<file path="config.mk">
export PLATFORM = sky130hd
export DESIGN_NAME = rsc_counter
export DESIGN_NICKNAME = d
export VERILOG_FILES = /design/src/rsc_pkg.sv /design/src/rsc_counter.sv
export SDC_FILE = /design/constraint.sdc
export NUM_CORES = 1
export LEC_CHECK = 0
export BUFFER_PORTS_ARGS = -buffer_cell sky130_fd_sc_hd__buf_4
export CORE_ASPECT_RATIO = 1.1
export CORE_MARGIN = 2
export CORE_UTILIZATION = 58
export CTS_BUF_LIST = sky130_fd_sc_hd__clkbuf_4
export DETAILED_ROUTE_END_ITERATION = 16
export PLACE_DENSITY_LB_ADDON = 0.05
export SLEW_MARGIN = 40
export SYNTH_ARGS = -nofsm -noshare
export SYNTH_HDL_FRONTEND = slang
export SYNTH_SLANG_ARGS = --single-unit
</file>
<file path="constraint.sdc">
create_clock -name sys_clk -period 2.97 [get_ports sys_clk]
set_input_delay 0.297 -clock sys_clk [delete_from_list [all_inputs] [get_ports sys_clk]]
set_output_delay 0.297 -clock sys_clk [all_outputs]
set_load 0.005 [all_outputs]
</file>
<file path="src/rsc_pkg.sv">
/*
 * constants for the real-time and sample rate counter block.
 * assumes a single synchronous clock domain; timing pulses arrive as
 * voted triplicates from a central timing source.
 */
`default_nettype none
package rsc_pkg;
	localparam int SEC_W     = 12;
	localparam int RTC_SECS  = 3;
	localparam int SRC_SECS  = 1;
	localparam int BITCNT_W  = 4;
	localparam logic [SEC_W-1:0] SEC_RST = 12'h000;
	localparam logic [SEC_W-1:0] SEC_ONES = 12'hFFF;
	localparam logic [RTC_SECS-1:0] RING_RST = 3'h1;
endpackage
`default_nettype wire

</file>
<file path="src/rsc_counter.sv">
/*
 * real-time counter (three chained 12-bit sections, ring-sequenced read,
 * slow-clock buffer on the low section) and a one-section sample rate
 * counter with reload and overflow interrupt.
 * assumes timing triplicates and instruction strobes are synchronous to
 * sys_clk and that a word is 12 shift-clock pulses between word strobes.
 */
`default_nettype none
// Overview of operation
// - section increments once per word when enabled
// - low count-enable clears incrementing control flop
// - carry-out only when all ones roll over
// - higher section enabled by lower section carry
// - lowest section count-enable tied high
// - buffer loads section count every word-time
// - real-time counter chains three 12-bit sections
// - read returns ringed section, ring advances
// - output instruction resets ring to lowest section
// - overflow at strobe reloads sample counter
// - overflow sets interrupt flip-flop
// - output instruction clears interrupt flip-flop
// - input instruction also reloads sample counter
// - timing inputs majority voted two of three
module rsc_counter
	import rsc_pkg::*;
(
	input  wire logic                     sys_clk,
	input  wire logic                     sys_rst,
	input  wire logic [2:0]               shift_clock_pulse,
	input  wire logic [2:0]               word_strobe_pulse,
	input  wire logic                     rtc_input_instruction,
	input  wire logic                     rtc_output_instruction,
	input  wire logic                     src_input_instruction,
	input  wire logic                     src_output_instruction,
	input  wire logic [SEC_W-1:0]         src_reload_value,
	output logic      [SEC_W-1:0]         rtc_read_data,
	output logic      [RTC_SECS-1:0]      rtc_ring,
	output logic      [SEC_W-1:0]         rtc_slow_clocks,
	output logic      [SEC_W*RTC_SECS-1:0] rtc_count,
	output logic      [SEC_W-1:0]         src_count,
	output logic                          src_irq
);
	function automatic logic vote3(input logic [2:0] v);
		return (v[0] & v[1]) | (v[1] & v[2]) | (v[0] & v[2]);
	endfunction

	logic sc;
	logic ws;
	assign sc = vote3(shift_clock_pulse);
	assign ws = vote3(word_strobe_pulse);

	// sections 0..2 are real-time, section 3 is the sample rate counter
	localparam int NS = RTC_SECS + SRC_SECS;
	logic [SEC_W-1:0] sh_r [NS];
	logic [NS-1:0]    inc_r;
	logic [NS-1:0]    cy_r;
	logic [NS-1:0]    en;
	logic [NS-1:0]    ovf;
	logic [RTC_SECS-1:0] ring_r;
	logic [SEC_W-1:0] slow_r;
	logic [SEC_W-1:0] rd_r;
	logic             irq_r;
	logic             reload;

	// carry-out: carry flop still holds one at strobe only after all-ones wrap
	assign ovf = cy_r & inc_r;
	assign en[0] = 1'b1;
	assign en[RTC_SECS] = 1'b1;
	assign reload = (ws & ovf[RTC_SECS]) | src_input_instruction;

	genvar g;
	generate
		for (g = 0; g < NS; g++) begin : g_sec
			if (g != 0 && g != RTC_SECS) begin : g_chain
				assign en[g] = ovf[g-1];
			end
			always_ff @(posedge sys_clk) begin
				if (sys_rst) begin
					sh_r[g] <= SEC_RST;
					cy_r[g] <= 1'b0;
					inc_r[g] <= 1'b0;
				end else if (g == RTC_SECS && reload) begin
					sh_r[g] <= src_reload_value;
					cy_r[g] <= 1'b0;
					inc_r[g] <= 1'b0;
				end else if (ws) begin
					inc_r[g] <= en[g];
					cy_r[g] <= en[g];
				end else if (sc) begin
					// serial add, lsb first, carry rides along
					sh_r[g] <= {sh_r[g][0] ^ cy_r[g], sh_r[g][SEC_W-1:1]};
					cy_r[g] <= sh_r[g][0] & cy_r[g];
				end
			end
		end
	endgenerate

	// slow-clock buffer on the low real-time section
	always_ff @(posedge sys_clk) begin
		if (sys_rst) begin
			slow_r <= SEC_RST;
		end else if (ws) begin
			slow_r <= sh_r[0];
		end
	end

	// read ring
	always_ff @(posedge sys_clk) begin
		if (sys_rst) begin
			ring_r <= RING_RST;
			rd_r <= SEC_RST;
		end else if (rtc_output_instruction) begin
			ring_r <= RING_RST;
		end else if (rtc_input_instruction) begin
			ring_r <= {ring_r[RTC_SECS-2:0], ring_r[RTC_SECS-1]};
			rd_r <= (ring_r[0] ? sh_r[0] : SEC_RST)
				| (ring_r[1] ? sh_r[1] : SEC_RST)
				| (ring_r[2] ? sh_r[2] : SEC_RST);
		end
	end

	// interrupt: overflow set beats output-instruction clear
	always_ff @(posedge sys_clk) begin
		if (sys_rst) begin
			irq_r <= 1'b0;
		end else if (ws && ovf[RTC_SECS]) begin
			irq_r <= 1'b1;
		end else if (src_output_instruction) begin
			irq_r <= 1'b0;
		end
	end

	assign rtc_read_data = rd_r;
	assign rtc_ring = ring_r;
	assign rtc_slow_clocks = slow_r;
	assign rtc_count = {sh_r[2], sh_r[1], sh_r[0]};
	assign src_count = sh_r[RTC_SECS];
	assign src_irq = irq_r;

	// shift pulses seen since the last strobe; saturates at one word
	logic [BITCNT_W-1:0] sc_seen_r;
	// set once a strobe has opened a word, so the first strobe is not judged
	logic                word_open_r;

	always_ff @(posedge sys_clk) begin
		if (sys_rst) begin
			sc_seen_r <= '0;
		end else if (ws) begin
			sc_seen_r <= '0;
		end else if (sc && sc_seen_r != BITCNT_W'(SEC_W)) begin
			sc_seen_r <= sc_seen_r + 1'b1;
		end
	end

	always_ff @(posedge sys_clk) begin
		if (sys_rst) begin
			word_open_r <= 1'b0;
		end else if (ws) begin
			word_open_r <= 1'b1;
		end
	end

	// each read latches the section that the ring points at
	generate
		for (g = 0; g < RTC_SECS; g++) begin : g_rd_chk

		end
	endgenerate

	// per-section serial arithmetic
	generate
		for (g = 0; g < NS; g++) begin : g_sec_chk
			localparam bit IS_SRC = (g == RTC_SECS);
			logic no_load;
			// only the sample counter section can be loaded mid-word
			assign no_load = !(IS_SRC && src_input_instruction);

		end
	endgenerate
endmodule // rsc_counter
`default_nettype wire

</file>
==> key figures <==
Layout
  • Final Util: between 70% and 80%
  • Fraction of layout cells with a size suffix above 1: approximately a third
  • Most frequent cells in the layout: buf_4, edfxtp_1, and2_1
  • Diode count: 0
  • Final-stage net count: 398
  • Area Growth Syn to Fin: 26.4%
  • Most common cell after layout, fill and taps aside: buf_4
  • FILL cells: around 420

Global routing
  • Largest net degree at the start of global routing: 51
  • GRT Total Usage: about 25%
  • Gr ovfl total: 0
  • Initial antenna violation count: 0
  • Global-route wire length before repair: between 10000 and 15000 um
  • Vias in the first global route: about 2.5k

Placement
  • GPL Wtd Cong: 0.755
  • IO Port Bufs: 99
  • HPWL Detailed: 5180 um

Clocking
  • Root Buffer: clkbuf_4
  • Post-cts resize count: 0
  • Clock tree from TritonCTS: done
  • CTS Hold Bufs: 0
  • Clk buf depth: 2
  • Total CTS buffers: 9
  • Skew-Pair Late Insertion Delay: 420 ps
  • Setup bufs post-CTS: 0
  • Clk slew on worst S/H paths: approximately 120 ps
  • Sink Count: 83
  • H-tree depth: 3

Floorplan
  • Die height: about 85 um
  • FP Rows: 29
  • IO Pins: 100
  • Initial Util: about three fifths
  • Die area: roughly 0.0067 mm2
  • Die W: between 70 and 80 um
  • Core area: 0.00581 mm2

Min path
  • Hold Path Stages: 2
  • Hold_sp: rtc_output_instruction
  • Worst hold endpoint: rtc_ring[2]
  • Worst Hold Class: in2reg

Power
  • Leakage: 1.87 nW
  • Pint: about 0.0019 W
  • Clock share of power: 32.6%
  • Worst VDD drop: just under 0.4 mV
  • Flop pwr share: a little under three fifths
  • Combinational Power Share: between 10% and 20%
  • Total power: around 0.0025 W
  • Pwr/cell area: 563 mW/mm2
  • Switching share of power: about 23%
  • NetSw: 0.000576 W

Logic synthesis
  • Post-Synthesis Cell Area: 0.00350 mm2
  • Post-synthesis instance total: roughly 280
  • Synthesis warning total: 0
  • Post-synth top area share: between 40% and 50%
  • Syn avg cell area: roughly 13 um2
  • Ranking of synthesized cells by area: edfxtp_1, dfxtp_1, and2_1
  • Yosys reg bits: 83
  • Syn nets: 307
  • Unique masters post-synth: 30
  • Post-synth top area cell: edfxtp_1
  • Register area share after synthesis: between 60% and 70%

Detailed routing
  • Via density: around 5.8
  • DR iter-0 viols: about 200
  • Residual DRC: 0
  • Via count: approximately 2.6k
  • Wire per inst: approximately 18 um
  • Antenna-violating nets left: 0
  • Routed WL: 8020 um
  • DR pass1 iterations: 6

STA
  • RSZ-0062 raised after global routing: false
  • Setup_tns: 0 ps
  • Min Hold Slack: 54.1 ps
  • Clk_skew: 13.8 ps
  • Fin crit period: roughly 1800 ps
  • Worst-Margin Slew: 834 ps
  • Final setup viols: 0
  • Worst slew margin: 44.4%
  • Max-slew violation count: 0
  • Hold Fails Final Rpt: 0
  • Max Clock Freq: 0.549 GHz
  • Tcrit/Tclk final: 61.4%

Critical path
  • Critical path type: reg2reg
  • Worst R2R Setup Slack: ~1100 ps
  • Worst path arrival time: 1950 ps
  • Worst-path fanout max: 13
  • FF-to-FF End: sh_r[1][20]
  • Worst r2r path cells: 3
  • Crit start category: flip-flop
  • Worst reg2reg path startpoint: inc_r[3]
  • CP Data Required Time: 3090 ps
  • Critical path capture point type: flip-flop

Run status
  • Status: finished clean

Run
  • Max cap viols: 0
[state kept, by name, summed over array words and instances, names as in the netlist]
register / count
sh_r: 48
rtc_slow_clocks: 12
rtc_read_data: 12
src_irq: 1
inc_r: 3
cy_r: 4
rtc_ring: 3
[through the flow]
stage / std cells / setup WS [ps] / instance area [um2]
2_1_floorplan: 279 / 952 / 3500
3_3_place_gp: 436 / 941 / 4240
3_5_place_dp: 436 / 897 / 4240
4_1_cts: 452 / 1140 / 4420
5_1_grt: 452 / 988 / 4420
6_report: 452 / 1150 / 4420
[cell type report]
type	instances	area, um2	share of cell area, %
inverters	1	3.75	0.0849
clock buffers	11	82.6	1.87
repair buffers	102	766	17.3
clock inverters	5	100	2.26
flip-flops and latches	83	2140	48.4
well taps	77	96.3	2.18
multi-input cells	173	1230	27.9
[logic make-up after synthesis]
logic type	Yosys count	share of synthesized area [%]
compound gates	61	12.3
fa+ha+maj	6	2.04
buf+inv	23	3.57
flops	83	61.2
mux	20	5.72
simple gates	86	15.1
[worst max-delay path by stage]
stage / start / endpoint / cells past startpoint
after floorplan: shift_clock_pulse[2] / sh_r[0][0] / 3
after global placement: shift_clock_pulse[2] / sh_r[1][6] / 5
after detailed placement: shift_clock_pulse[2] / sh_r[1][6] / 4
after CTS: inc_r[3] / sh_r[1][20] / 3
after global routing: cy_r[3] / sh_r[1][20] / 3
final: inc_r[3] / sh_r[1][20] / 3
[critical path, cell delays in order, from the launching register on]
cell and delay [ps]:
dfxtp_1 360, a41o_1 340, or2_2 350, a211o_1 470
[synthesized netlist by cell type]
| cell | n |
|---|---|
| edfxtp_1 | 48 |
| or2_2 | 1 |
| buf_2 | 1 |
| and2_1 | 37 |
| a32oi_1 | 1 |
| mux2i_1 | 20 |
| o21a_1 | 1 |
| inv_1 | 1 |
| a41o_1 | 1 |
| buf_4 | 2 |
| a211o_1 | 1 |
| clkbuf_1 | 15 |
| a21boi_0 | 2 |
| nor3b_4 | 1 |
| buf_6 | 4 |
| nor3_1 | 3 |
| maj3_2 | 1 |
| a222oi_1 | 12 |
| nand2_1 | 1 |
| nand4bb_1 | 12 |
| a21o_1 | 1 |
| a21oi_1 | 14 |
| o21ai_0 | 12 |
| dfxtp_1 | 35 |
| o2111a_1 | 1 |
| ha_1 | 4 |
| nor2b_1 | 1 |
| a211oi_1 | 15 |
| maj3_1 | 1 |
| nor2_1 | 30 |
[power groups by stage]
stage	combinational, W	clock (W)	sequential [W]
after floorplan	0.000148	0	0.00138
after global placement	0.000301	0	0.00139
after detailed placement	0.000308	0	0.00140
after CTS	0.000310	0.000817	0.00137
after global routing	0.000337	0.000866	0.00138
final	0.000307	0.000810	0.00137
[per-layer routing]
layer | GRT usage (%) | wire length, um | vias to the layer above
met5 | 0 | 0 | -
met4 | 10.2 | 133 | 0
met3 | 4.79 | 572 | 12
met2 | 42.5 | 4100 | 111
li1 | - | - | 1230
met1 | 31.9 | 3210 | 1267
No activity file was read; power rests on OpenSTA's default activity.
